`src/rtl/acr_pkg.sv`:
```
/*
 * constants for the converter output configuration register bank:
 * register addresses, field positions, reset values and codes.
 * assumes a serial control port front end that delivers decoded
 * byte writes and reads with a 10-bit address.
 */
package acr_pkg;

   // ***********************************************************
   // widths
   // ***********************************************************
   localparam int ACR_AW = 10;
   localparam int ACR_DW = 8;

   // ***********************************************************
   // register addresses
   // ***********************************************************
   localparam logic [9:0] ACR_ADDR_INDEX = 10'h005;
   localparam logic [9:0] ACR_ADDR_PWR = 10'h008;
   localparam logic [9:0] ACR_ADDR_DIV = 10'h00b;
   localparam logic [9:0] ACR_ADDR_ENH = 10'h00c;
   localparam logic [9:0] ACR_ADDR_OMODE = 10'h014;
   localparam logic [9:0] ACR_ADDR_OADJ = 10'h015;
   localparam logic [9:0] ACR_ADDR_PHASE = 10'h016;
   localparam logic [9:0] ACR_ADDR_XFER = 10'h0ff;
   localparam logic [9:0] ACR_ADDR_OVR = 10'h100;

   // ***********************************************************
   // reset values
   // ***********************************************************
   localparam logic [7:0] ACR_RST_INDEX = 8'h03;
   localparam logic [7:0] ACR_RST_PWR = 8'h00;
   localparam logic [7:0] ACR_RST_ENH = 8'h00;
   localparam logic [7:0] ACR_RST_OMODE = 8'h01;
   localparam logic [7:0] ACR_RST_OADJ = 8'h00;
   localparam logic [7:0] ACR_RST_PHASE = 8'h03;
   localparam logic [7:0] ACR_RST_OVR = 8'h00;

   // ***********************************************************
   // writable bit masks (open bits read zero)
   // ***********************************************************
   localparam logic [7:0] ACR_MSK_INDEX = 8'h33;
   localparam logic [7:0] ACR_MSK_PWR = 8'h03;
   localparam logic [7:0] ACR_MSK_ENH = 8'h04;
   localparam logic [7:0] ACR_MSK_OMODE = 8'h45;
   localparam logic [7:0] ACR_MSK_OADJ = 8'h31;
   localparam logic [7:0] ACR_MSK_PHASE = 8'h7f;
   localparam logic [7:0] ACR_MSK_OVR = 8'h77;

   // ***********************************************************
   // field positions
   // ***********************************************************
   localparam int ACR_XFER_BIT = 0;
   localparam int ACR_CHOP_BIT = 2;
   localparam int ACR_IEEE_BIT = 6;
   localparam int ACR_INV_BIT = 2;
   localparam int ACR_TWOS_BIT = 0;
   localparam int ACR_DRV2X_BIT = 0;
   localparam int ACR_TERM_LSB = 4;
   localparam int ACR_IPH_LSB = 4;
   localparam int ACR_DIV_LSB = 0;
   localparam int ACR_DCOPH_LSB = 0;
   localparam int ACR_IDX_CLK_LSB = 4;
   localparam int ACR_IDX_CH_LSB = 0;
   localparam logic [1:0] ACR_TERM_NONE = 2'h0;

   // ***********************************************************
   // output clock phase range
   // ***********************************************************
   localparam logic [3:0] ACR_DCOPH_MAX = 4'hb;
   localparam int ACR_DEG_PER_STEP = 60;

   // power mode field codes
   typedef enum logic [1:0] {
      ACR_PM_NORMAL = 2'b00,
      ACR_PM_POWERDOWN = 2'b01,
      ACR_PM_STANDBY = 2'b10,
      ACR_PM_DIGRESET = 2'b11
   } acr_pmode_t;

endpackage : acr_pkg

```
`src/rtl/acr_pwr_decode.sv`:
```
/*
 * power mode decoder: turns the two-bit mode field into datapath
 * clock enable, datapath reset and output enable, all registered.
 * assumes the mode field comes from a register in the same domain.
 */
`timescale 1ns/10ps
module acr_pwr_decode
   import acr_pkg::*;
(
   input wire logic ref_clk_i,
   input wire logic rstn_i,
   input wire logic [1:0] mode_i,
   output logic dp_clk_en_o,
   output logic dp_rst_o,
   output logic out_en_o,
   output logic [1:0] state_o
);

   acr_pmode_t mode;
   logic clk_en_next;
   logic rst_next;
   logic oen_next;

   // ***********************************************************
   // mode decode
   // ***********************************************************
   assign mode = acr_pmode_t'(mode_i);

   // the control port is never gated here, only the datapath
   always_comb begin
      clk_en_next = 1'b1;
      rst_next = 1'b0;
      oen_next = 1'b1;
      unique case (mode)
         ACR_PM_NORMAL: begin
            clk_en_next = 1'b1;
         end
         ACR_PM_POWERDOWN: begin
            clk_en_next = 1'b0;
            rst_next = 1'b1;
            oen_next = 1'b0;
         end
         ACR_PM_STANDBY: begin
            clk_en_next = 1'b0;
            oen_next = 1'b0;
         end
         ACR_PM_DIGRESET: begin
            rst_next = 1'b1;
            oen_next = 1'b0;
         end
      endcase
   end

   // registered so that the top outputs come from flops
   always_ff @(posedge ref_clk_i) begin
      if (!rstn_i) begin
         dp_clk_en_o <= 1'b1;
         dp_rst_o <= 1'b0;
         out_en_o <= 1'b1;
         state_o <= ACR_PM_NORMAL;
      end else begin
         dp_clk_en_o <= clk_en_next;
         dp_rst_o <= rst_next;
         out_en_o <= oen_next;
         state_o <= mode_i;
      end
   end

endmodule : acr_pwr_decode

```
`src/rtl/acr_config_regs.sv`:
```
/*
 * output configuration register bank of a dual-channel converter,
 * written and read through the serial control port front end.
 * assumes the front end presents one-cycle write and read strobes
 * with address and byte, synchronous to ref_clk_i, and that only
 * a power-on reset drives rstn_i.
 */
// Operation
// - all registers except override act immediately on write
// - writing one to transfer bit zero applies pending override
// - power mode 00: both channels fully active
// - mode 01: stop datapath clocks, hold datapath reset, outputs off
// - mode 10 standby: clocks and outputs off, no datapath reset
// - mode 11: hold datapath reset, clocks keep running, outputs off, control port spared
// - control port works in every power mode; only power-on resets it
// - enhancement bit two enables first stage chopping
// - output mode bit six selects reduced-range signalling, else ansi
// - driver current follows signalling standard automatically
// - output mode bit two inverts every serial output bit
// - output mode bit zero defaults one: twos complement, else offset
// - output adjust bits five to four select termination resistor
// - output adjust bit zero doubles drive on clock outputs only
// - termination selection overrides double drive on clock outputs
// - input phase field delays sampling when divider active
// - data clock phase field shifts 60 degrees per step, 0 to 660
// - device index picks channel or clock outputs for writes
// - override writes stay inactive until transfer strobe
`timescale 1ns/10ps
module acr_config_regs
   import acr_pkg::*;
#(
   parameter int NUM_CH = 2
)(
   input wire logic ref_clk_i,
   input wire logic rstn_i,
   input wire logic wr_i,
   input wire logic rd_i,
   input wire logic [ACR_AW-1:0] addr_i,
   input wire logic [ACR_DW-1:0] wdata_i,
   output logic [ACR_DW-1:0] rdata_o,
   output logic rvalid_o,
   output logic [NUM_CH-1:0] chop_en_o,
   output logic [NUM_CH-1:0] lvds_ieee_o,
   output logic [NUM_CH-1:0] drv_cur_low_o,
   output logic [NUM_CH-1:0] out_invert_o,
   output logic [NUM_CH-1:0] twos_comp_o,
   output logic [NUM_CH-1:0] [1:0] term_sel_o,
   output logic clk_drv_2x_o,
   output logic [1:0] clk_term_sel_o,
   output logic [2:0] in_phase_o,
   output logic [3:0] dco_phase_o,
   output logic [7:0] ovr_active_o,
   output logic dp_clk_en_o,
   output logic dp_rst_o,
   output logic out_en_o,
   output logic [1:0] pmode_o
);

   // ***********************************************************
   // storage
   // ***********************************************************
   // per-channel copies; index bits choose which ones a write hits
   logic [7:0] idx_reg;
   logic [7:0] pwr_reg;
   logic [7:0] div_reg;
   logic [7:0] enh_reg [NUM_CH];
   logic [7:0] omode_reg [NUM_CH];
   logic [7:0] oadj_reg [NUM_CH];
   logic [7:0] clk_oadj_reg;
   logic [7:0] phase_reg;
   logic [7:0] ovr_pend_reg;
   logic [7:0] ovr_act_reg;
   logic [7:0] rdata_reg;
   logic rvalid_reg;
   logic [NUM_CH-1:0] chop_reg;
   logic [NUM_CH-1:0] ieee_reg;
   logic [NUM_CH-1:0] inv_reg;
   logic [NUM_CH-1:0] twos_reg;
   logic [NUM_CH-1:0] [1:0] term_reg;
   logic clk2x_reg;
   logic [1:0] clkterm_reg;
   logic [2:0] iph_reg;
   logic [3:0] dcoph_reg;

   // ***********************************************************
   // address decode
   // ***********************************************************
   function automatic logic hit(input logic [9:0] a, input logic [9:0] r);
      hit = (a == r);
   endfunction : hit

   wire we_index = wr_i && hit(addr_i, ACR_ADDR_INDEX);
   wire we_pwr = wr_i && hit(addr_i, ACR_ADDR_PWR);
   wire we_div = wr_i && hit(addr_i, ACR_ADDR_DIV);
   wire we_enh = wr_i && hit(addr_i, ACR_ADDR_ENH);
   wire we_omode = wr_i && hit(addr_i, ACR_ADDR_OMODE);
   wire we_oadj = wr_i && hit(addr_i, ACR_ADDR_OADJ);
   wire we_phase = wr_i && hit(addr_i, ACR_ADDR_PHASE);
   wire we_ovr = wr_i && hit(addr_i, ACR_ADDR_OVR);
   // only a written one commits; a written zero is a no-op
   wire xfer_go = wr_i && hit(addr_i, ACR_ADDR_XFER)
                  && wdata_i[ACR_XFER_BIT];
   wire [1:0] idx_ch = idx_reg[ACR_IDX_CH_LSB +: 2];
   wire [1:0] idx_clk = idx_reg[ACR_IDX_CLK_LSB +: 2];
   wire clk_sel = |idx_clk;

   // reads see the first selected channel
   wire sel_rd = ~idx_ch[0] & idx_ch[1];

   // ***********************************************************
   // read mux
   // ***********************************************************
   logic [7:0] rd_mux;
   always_comb begin
      rd_mux = 8'h00;
      unique case (1'b1)
         hit(addr_i, ACR_ADDR_INDEX): rd_mux = idx_reg;
         hit(addr_i, ACR_ADDR_PWR): rd_mux = pwr_reg;
         hit(addr_i, ACR_ADDR_DIV): rd_mux = div_reg;
         hit(addr_i, ACR_ADDR_ENH): rd_mux = enh_reg[sel_rd];
         hit(addr_i, ACR_ADDR_OMODE): rd_mux = omode_reg[sel_rd];
         hit(addr_i, ACR_ADDR_OADJ): begin
            rd_mux = clk_sel ? clk_oadj_reg : oadj_reg[sel_rd];
         end
         hit(addr_i, ACR_ADDR_PHASE): rd_mux = phase_reg;
         hit(addr_i, ACR_ADDR_OVR): rd_mux = ovr_pend_reg;
         default: rd_mux = 8'h00; // transfer and unmapped read zero
      endcase
   end

   // ***********************************************************
   // global registers
   // ***********************************************************
   // rstn_i is power-on only, so no power mode resets these
   always_ff @(posedge ref_clk_i) begin
      if (!rstn_i) begin
         idx_reg <= ACR_RST_INDEX;
         pwr_reg <= ACR_RST_PWR;
         div_reg <= 8'h00;
         phase_reg <= ACR_RST_PHASE;
         ovr_pend_reg <= ACR_RST_OVR;
         ovr_act_reg <= ACR_RST_OVR;
         clk_oadj_reg <= ACR_RST_OADJ;
      end else begin
         if (we_index) idx_reg <= wdata_i & ACR_MSK_INDEX;
         if (we_pwr) pwr_reg <= wdata_i & ACR_MSK_PWR;
         if (we_div) div_reg <= wdata_i;
         if (we_phase) phase_reg <= wdata_i & ACR_MSK_PHASE;
         if (we_ovr) ovr_pend_reg <= wdata_i & ACR_MSK_OVR;
         if (xfer_go) ovr_act_reg <= ovr_pend_reg;
         if (we_oadj && clk_sel) begin
            clk_oadj_reg <= wdata_i & ACR_MSK_OADJ;
         end
      end
   end

   // per-channel registers, gated by the index channel bits
   always_ff @(posedge ref_clk_i) begin
      if (!rstn_i) begin
         for (int i = 0; i < NUM_CH; i++) begin
            enh_reg[i] <= ACR_RST_ENH;
            omode_reg[i] <= ACR_RST_OMODE;
            oadj_reg[i] <= ACR_RST_OADJ;
         end
      end else begin
         for (int i = 0; i < NUM_CH; i++) begin
            if (idx_ch[i]) begin
               if (we_enh) enh_reg[i] <= wdata_i & ACR_MSK_ENH;
               if (we_omode) omode_reg[i] <= wdata_i & ACR_MSK_OMODE;
               if (we_oadj) oadj_reg[i] <= wdata_i & ACR_MSK_OADJ;
            end
         end
      end
   end

   // ***********************************************************
   // field extraction to datapath
   // ***********************************************************
   // divider ratio zero means no division, so phase has no effect
   wire div_on = |div_reg[ACR_DIV_LSB +: 3];
   wire [2:0] iph_next = div_on ? phase_reg[ACR_IPH_LSB +: 3]
                                : 3'h0;
   // out-of-range codes are clamped rather than wrapping
   wire [3:0] dcoph_raw = phase_reg[ACR_DCOPH_LSB +: 4];
   wire [3:0] dcoph_next = (dcoph_raw > ACR_DCOPH_MAX) ? ACR_DCOPH_MAX
                                                      : dcoph_raw;
   wire [1:0] cterm = clk_oadj_reg[ACR_TERM_LSB +: 2];
   wire c2x_next = clk_oadj_reg[ACR_DRV2X_BIT]
                   && (cterm == ACR_TERM_NONE);

   always_ff @(posedge ref_clk_i) begin
      if (!rstn_i) begin
         chop_reg <= '0;
         ieee_reg <= '0;
         inv_reg <= '0;
         twos_reg <= '1;
         term_reg <= '0;
         clk2x_reg <= 1'b0;
         clkterm_reg <= ACR_TERM_NONE;
         iph_reg <= 3'h0;
         dcoph_reg <= ACR_RST_PHASE[3:0];
      end else begin
         for (int i = 0; i < NUM_CH; i++) begin
            chop_reg[i] <= enh_reg[i][ACR_CHOP_BIT];
            ieee_reg[i] <= omode_reg[i][ACR_IEEE_BIT];
            inv_reg[i] <= omode_reg[i][ACR_INV_BIT];
            twos_reg[i] <= omode_reg[i][ACR_TWOS_BIT];
            term_reg[i] <= oadj_reg[i][ACR_TERM_LSB +: 2];
         end
         clk2x_reg <= c2x_next;
         clkterm_reg <= cterm;
         iph_reg <= iph_next;
         dcoph_reg <= dcoph_next;
      end
   end

   // read answer one cycle after the strobe
   always_ff @(posedge ref_clk_i) begin
      if (!rstn_i) begin
         rdata_reg <= 8'h00;
         rvalid_reg <= 1'b0;
      end else begin
         rdata_reg <= rd_i ? rd_mux : rdata_reg;
         rvalid_reg <= rd_i;
      end
   end

   // ***********************************************************
   // power mode decode
   // ***********************************************************
   acr_pwr_decode u_pwr (
      .ref_clk_i(ref_clk_i),
      .rstn_i(rstn_i),
      .mode_i(pwr_reg[1:0]),
      .dp_clk_en_o(dp_clk_en_o),
      .dp_rst_o(dp_rst_o),
      .out_en_o(out_en_o),
      .state_o(pmode_o)
   );

   // ***********************************************************
   // outputs
   // ***********************************************************
   assign rdata_o = rdata_reg;
   assign rvalid_o = rvalid_reg;
   assign chop_en_o = chop_reg;
   assign lvds_ieee_o = ieee_reg;
   assign drv_cur_low_o = ieee_reg;
   assign out_invert_o = inv_reg;
   assign twos_comp_o = twos_reg;
   assign term_sel_o = term_reg;
   assign clk_drv_2x_o = clk2x_reg;
   assign clk_term_sel_o = clkterm_reg;
   assign in_phase_o = iph_reg;
   assign dco_phase_o = dcoph_reg;
   assign ovr_active_o = ovr_act_reg;

endmodule : acr_config_regs

```
`config.mk`:
```
export PLATFORM = sky130hd
export DESIGN_NAME = acr_config_regs
export DESIGN_NICKNAME = d
export VERILOG_FILES = /design/src/rtl/acr_pkg.sv /design/src/rtl/acr_pwr_decode.sv /design/src/rtl/acr_config_regs.sv
export SDC_FILE = /design/constraint.sdc
export NUM_CORES = 1
export LEC_CHECK = 0
export ABC_AREA = 1
export BUFFER_PORTS_ARGS = -buffer_cell sky130_fd_sc_hd__clkbuf_2
export CORE_UTILIZATION = 35
export CTS_BUF_LIST = sky130_fd_sc_hd__clkbuf_2
export DETAILED_ROUTE_END_ITERATION = 8
export PLACE_DENSITY = 0.62
export SETUP_SLACK_MARGIN = 0.15
export SLEW_MARGIN = 20
export SYNTH_ARGS = -nofsm -noshare
export SYNTH_HDL_FRONTEND = slang
export SYNTH_HIERARCHICAL = 1
export SYNTH_SLANG_ARGS = --single-unit
```
`constraint.sdc`:
```
create_clock -name ref_clk_i -period 1.3 [get_ports ref_clk_i]
set_input_delay 0.065 -clock ref_clk_i [delete_from_list [all_inputs] [get_ports ref_clk_i]]
set_output_delay 0.065 -clock ref_clk_i [all_outputs]
set_load 0.05 [all_outputs]
```
### Word level (Yosys, flattened, before mapping)

Memories as Yosys holds them, arrays and structs flattened. A register that Yosys moved wholly into a read port is not among the register bits.
Cells that the tools add are included.

| cells by class | value |
|---|---|
| $add $sub $neg | 0 |
| multiply operators | 0 |
| divide/modulo/power cells | 0 |
| $lt $le $gt $ge | 1 |
| eq/ne operators | 12 |
| shifts and indexed selects | 0 |
| mux-type cells | 34 |
| bitwise gates (word level) | 9 |
| reductions and logical operators | 26 |

Operator list:

| kind | number |
|---|---|
| one-hot mux 8 bit (8 select lines) | 1 |
| equality test 10 x 4 -> 1 bit (second input constant) | 3 |
| equality test 10 x 5 -> 1 bit (second input constant) | 3 |
| two-way mux 1 bit | 27 |
| logical AND 1 bit | 12 |
| two-way mux 3 bit | 4 |
| equality test 10 x 3 -> 1 bit (second input constant) | 1 |
| equality test 10 x 8 -> 1 bit (second input constant) | 1 |
| equality test 10 x 9 -> 1 bit (second input constant) | 1 |
| two-way mux 8 bit | 1 |
| OR reduction 2 bit | 4 |
| zero test 1 bit | 6 |
| bitwise OR 1 bit | 6 |
| OR reduction 3 bit | 2 |
| equality test 2 bit (second input constant) | 2 |
| > comparator 4 bit (second input constant) | 1 |
| two-way mux 4 bit | 1 |
| equality test 2 x 1 -> 1 bit (second input constant) | 1 |
| zero test 2 bit | 1 |
| NOT 1 bit | 2 |
| AND reduction 2 bit | 1 |
| AND 1 bit | 1 |

| storage, ports and cells | value |
|---|---|
| register bits after elaboration | 60 |
| latch bits | 0 |
| RAM bits | 14 |
| ROM bits | 0 |
| input port bits | 22 |
| output and inout bits | 46 |
| logic and storage cells | 103 |
| memories kept | 3 |

Memories:

| name | words | width | rd ports | clocked after Yosys merged registers in | write ports | line | text |
|---|---|---|---|---|---|---|---|
| oadj_reg | 2 | 3 | 3 | 2 | 2 | acr_config_regs.sv:68 | `logic [7:0] oadj_reg [NUM_CH];` |
| omode_reg | 2 | 3 | 3 | 2 | 2 | acr_config_regs.sv:67 | `logic [7:0] omode_reg [NUM_CH];` |
| enh_reg | 2 | 1 | 3 | 2 | 2 | acr_config_regs.sv:66 | `logic [7:0] enh_reg [NUM_CH];` |

### Logic depth before layout (Yosys ltp)

| logic depth | value |
|---|---|
| word-level depth | 7 |
| gate-level depth with buffers | 11 |
| mapped depth without buffers | 10 |

### By module

The synthesis kept the hierarchy.

By module, submodules not included:

| module | instances | cells each | area each (µm²) | seq. area each (µm²) |
|---|---|---|---|---|
| acr_config_regs | 1 | 455 | 3,560.9 | 1,761.7 |
| acr_pwr_decode | 1 | 20 | 182.7 | 100.1 |

### Worst setup path before layout

No wires, ideal clock.

| path | value |
|---|---|
| path type | in2reg |
| start | input addr_i[9] |
| end | memory oadj_reg[0][0] in the netlist's numbering (enable) |
| library setup time | 0.344 ns |
| data arrival time | 1.002 ns |
| required time | 0.956 ns |
| path slack | -0.046 ns |
| stages | 7 |
| buffers on the path | 0 |
| cells stage by stage | nor2_2 > nand2_2 > nor2_4 > nand2_2 > nor2_4 > inv_1 > o21ai_0 |

RTL lines:

| element | line | text |
|---|---|---|
| start, declared | acr_config_regs.sv:38 | `input wire logic [ACR_AW-1:0] addr_i,` |
| end, declared | acr_config_regs.sv:68 |  |

### Worst setup path after layout

| path | value |
|---|---|
| start | register idx_reg[0] |
| end | register rdata_reg[4], in the netlist rdata_o[4] |

| on the way | value |
|---|---|
| cells in the longest elaborated chain, start to end | 5 |

RTL lines:

| element | line | text |
|---|---|---|
| start, declared | acr_config_regs.sv:63 | `logic [7:0] idx_reg;` |
| start signal, assigned | acr_config_regs.sv:145 | `if (we_index) idx_reg <= wdata_i & ACR_MSK_INDEX;` |
| NOT 1 bit | acr_config_regs.sv:108 | `wire sel_rd = ~idx_ch[0] & idx_ch[1];` |
| AND 1 bit | acr_config_regs.sv:108 |  |
| memory (2 x 3 bit) | - |  |
| two-way mux 8 bit | acr_config_regs.sv:123 | `rd_mux = clk_sel ? clk_oadj_reg : oadj_reg[sel_rd];` |
| one-hot mux 8 bit (8 select lines) | acr_config_regs.sv:116 | `unique case (1'b1)` |
| end signal, assigned | acr_config_regs.sv:223 | `rdata_reg <= rd_i ? rd_mux : rdata_reg;` |
| end, declared | acr_config_regs.sv:73 | `logic [7:0] rdata_reg;` |

Every way passes these cells.
A chain may end at the register's enable or synchronous reset.

==> flow_metrics.env <==
export IMPL_clock_latency_ns=0.59
export IMPL_grt_max_degree=65
export IMPL_nets=613
export IMPL_clk_pin_slew_ns=0.26
export IMPL_rr_endpoint="rdata_o[4]"
export IMPL_cp_slowest_cell="dfxtp_2"
export IMPL_final_common_cell="nand2_1"
export IMPL_cts_max_level=3
export IMPL_yosys_top_cells_area="dfxtp_1 39%, edfxtp_1 11%, nand2_1 9.5%, inv_1 6.7%, o21ai_0 5.5%"
export IMPL_vias_per_cell=4.77
export IMPL_switching_share_pct=24.5
export IMPL_diodes=0
export IMPL_power_leakage_nw=2.50
export IMPL_peakVddDrop_v=0.000532
export IMPL_vias=3474
export IMPL_io_pins=68
export IMPL_p_seq_share_pct=52.8
export IMPL_numClockSinks=86
export IMPL_worstHoldStart="addr_i[6]"
export IMPL_seq_area_frac_synth_pct=49.7
export IMPL_power_density_nw_per_um2=953
export IMPL_start_kind="flip-flop"
export IMPL_post_route_min_period_ns=1.21
export IMPL_crit_fanout=5
export IMPL_hp_class="input pin to flip-flop"
export IMPL_post_drt_wl_per_cell_um=14.5
export IMPL_hold_slack_ns=0.0100
export IMPL_die_h_um=105
export IMPL_finalMaxSlewViolations=0
export IMPL_start_util_pct=36.1
export IMPL_r2r_start="idx_reg[0]"
export IMPL_ant_nets=0
export IMPL_drt_pass1_iterations=4
export IMPL_syn_inst=475
export IMPL_finalSetupViolations=0
export IMPL_clock_fmax_mhz=824
export IMPL_reg2regPathDepth=9
export IMPL_syn_area_per_cell_sq_um=7.88
export IMPL_chipWidth_um=105
export IMPL_crit_required_ns=1.82
export IMPL_dp_hpwl_um=7620
export IMPL_syn_area_sq_um=3740
export IMPL_fin_ws_ns=0.0862
export IMPL_path_buf_inv=1
export IMPL_grt_ovfl_total=0
export IMPL_status="finished clean"
export IMPL_place_ws_ns=-0.0882
export IMPL_synth_top_area_share_pct=38.5
export IMPL_cts_buffer_depth=2
export IMPL_synth_top_area_cell="dfxtp_1"
export IMPL_r2r_slack_ns=0.09
export IMPL_crit_chain="inv_2 -> nand2_4 -> nand2_1 -> nand2_1 -> o21ai_2 -> nand2_1 -> nand3_1 -> nand2_1 -> a21oi_1"
export IMPL_skew_ns=0.0328
export IMPL_antenna_found_initial=0
export IMPL_grt_pass1_wl_um=17100
export IMPL_gp_congestion=0.926
export IMPL_clk_root_buffer_cell="clkbuf_2"
export IMPL_critical_path_class="flip-flop to flip-flop"
export IMPL_core_sq_um=10400
export IMPL_layout_drive_gt1_share_pct=39.8
export IMPL_yosysWarnings=6
export IMPL_post_route_period_util_pct=93.4
export IMPL_hold_end="ovr_active_o[5]"
export IMPL_port_buffers=65
export IMPL_cap_violations=0
export IMPL_ys_ff_latch=86
export IMPL_numCtsBuffers=9
export IMPL_clkPwrFrac_pct=38.1
export IMPL_synth_cell_types=35
export IMPL_crit_arrival_ns=1.74
export IMPL_final_cell_mix="88 x nand2_1, 63 x inv_1, 44 x nor2_1, 44 x dfxtp_2, 42 x buf_8"
export IMPL_p_int_mw=3.93
export IMPL_track_usage_pct=20.3
export IMPL_p_comb_share_pct=9.1
export IMPL_totalWireLength_um=10500
export IMPL_switchingPower_mw=1.28
export IMPL_hold_depth=6
export IMPL_cts_tree="done"
export IMPL_grt_setup_unrepaired="yes"
export IMPL_drt_iter0_markers=143
export IMPL_dieArea_sq_um=11100
export IMPL_path_delay_family="simple AND/OR/NAND/NOR gates"
export IMPL_hold_viol_final=0
export IMPL_drc=0
export IMPL_grt_pass1_vias=3414
export IMPL_critPathMaxStageDelay_ns=0.39
export IMPL_syn_to_final_growth_pct=46.1
export IMPL_worstSetupEndpointType="flip-flop"
export IMPL_rows=37
export IMPL_cpMostUsedCell="nand2_1"
## cells by family after synthesis
family	synth area share, %
and+or+nand+nor	26.0
AOI/OAI and AO/OA	12.8
buffers and inverters	10.4
DFF	49.7
adders and majority gates	1.00
other	0.100
## synthesized netlist by cell type, drive strengths merged
cell type	number
nand2	103
dfxtp	72
inv	70
nor2	65
o21ai	47
a21oi	35
nand3	26
edfxtp	14
buf	10
clkbuf	8
nand4	6
nor3	4
o211ai	4
ha	3
nor4	2
and3	1
conb	1
nand3b	1
o22ai	1
o31ai	1
or2	1
## metal layers
metal	vias to the layer above	share of wire (%)	global-route usage, %
met5	-	0	0
met4	0	1.5	9.36
met3	13	4.9	2.78
met2	78	49	33.4
met1	1644	44	26.5
li1	1739	-	-
## timing repair
action | in CTS | in global routing
hold buffers | 12 | 0
gates resized for setup | 169 | 59
pin swaps | 13 | 14
setup endpoints to repair | 74 | 82
cloned | 0 | 1
endpoints found under the hold margin | 72 | 0
buffers inserted | 2 | 3
## stage by stage
stage               power, mW  area [sq um]  utilization [%]  instances  TNS (ns)
floorplan                3.04          3770                -        476         0
global placement         3.19          4430             42.7        695    -0.137
detailed placement       3.19          4430             42.7        695    -0.775
CTS                      5.24          5330             51.4        725         0
global route             5.41          5470             52.7        729    -0.142
finish                   5.21          5470             52.7        729         0
## tightest hold or removal path, cell delays in order
cell and delay (ns):
clkbuf_2 0.10, nand2_1 0.06, nor3_1 0.06, nand3_2 0.10
o21ai_0 0.08, nor2_1 0.09
## power groups by stage
stage | Combinational [mW] | Sequential, mW | Clock (mW)
after floorplan | 0.190 | 2.85 | 0
after global placement | 0.393 | 2.80 | 0
after detailed placement | 0.394 | 2.80 | 0
after CTS | 0.460 | 2.75 | 2.03
after global routing | 0.511 | 2.76 | 2.14
final | 0.475 | 2.75 | 1.98
## area by class of cell
| type | count | area, sq um |
|---|---|---|
| fillers | 967 | 4900 |
| well taps | 136 | 170 |
| inverters | 70 | 269 |
| clock buffers | 9 | 45.0 |
| repair buffers | 118 | 1240 |
| multi-input cells | 303 | 1670 |
| flip-flops and latches | 86 | 1920 |
| clock inverters | 7 | 145 |
## worst max-delay path by stage
stage,from,end,slack [ns],depth (start not counted)
5_1_grt,idx_reg[0],rdata_o[4],-0.06,9
4_1_cts,rdata_o[2],rdata_o[2],0.05,1
3_3_place_gp,addr_i[9],oadj_reg[0][2],-0.02,8
3_5_place_dp,addr_i[1],omode_reg[1][0],-0.09,6
2_1_floorplan,addr_i[9],oadj_reg[0][0],0.15,7
6_report,idx_reg[0],rdata_o[4],0.09,9
Note: power is estimated with default switching activity, not from simulation.
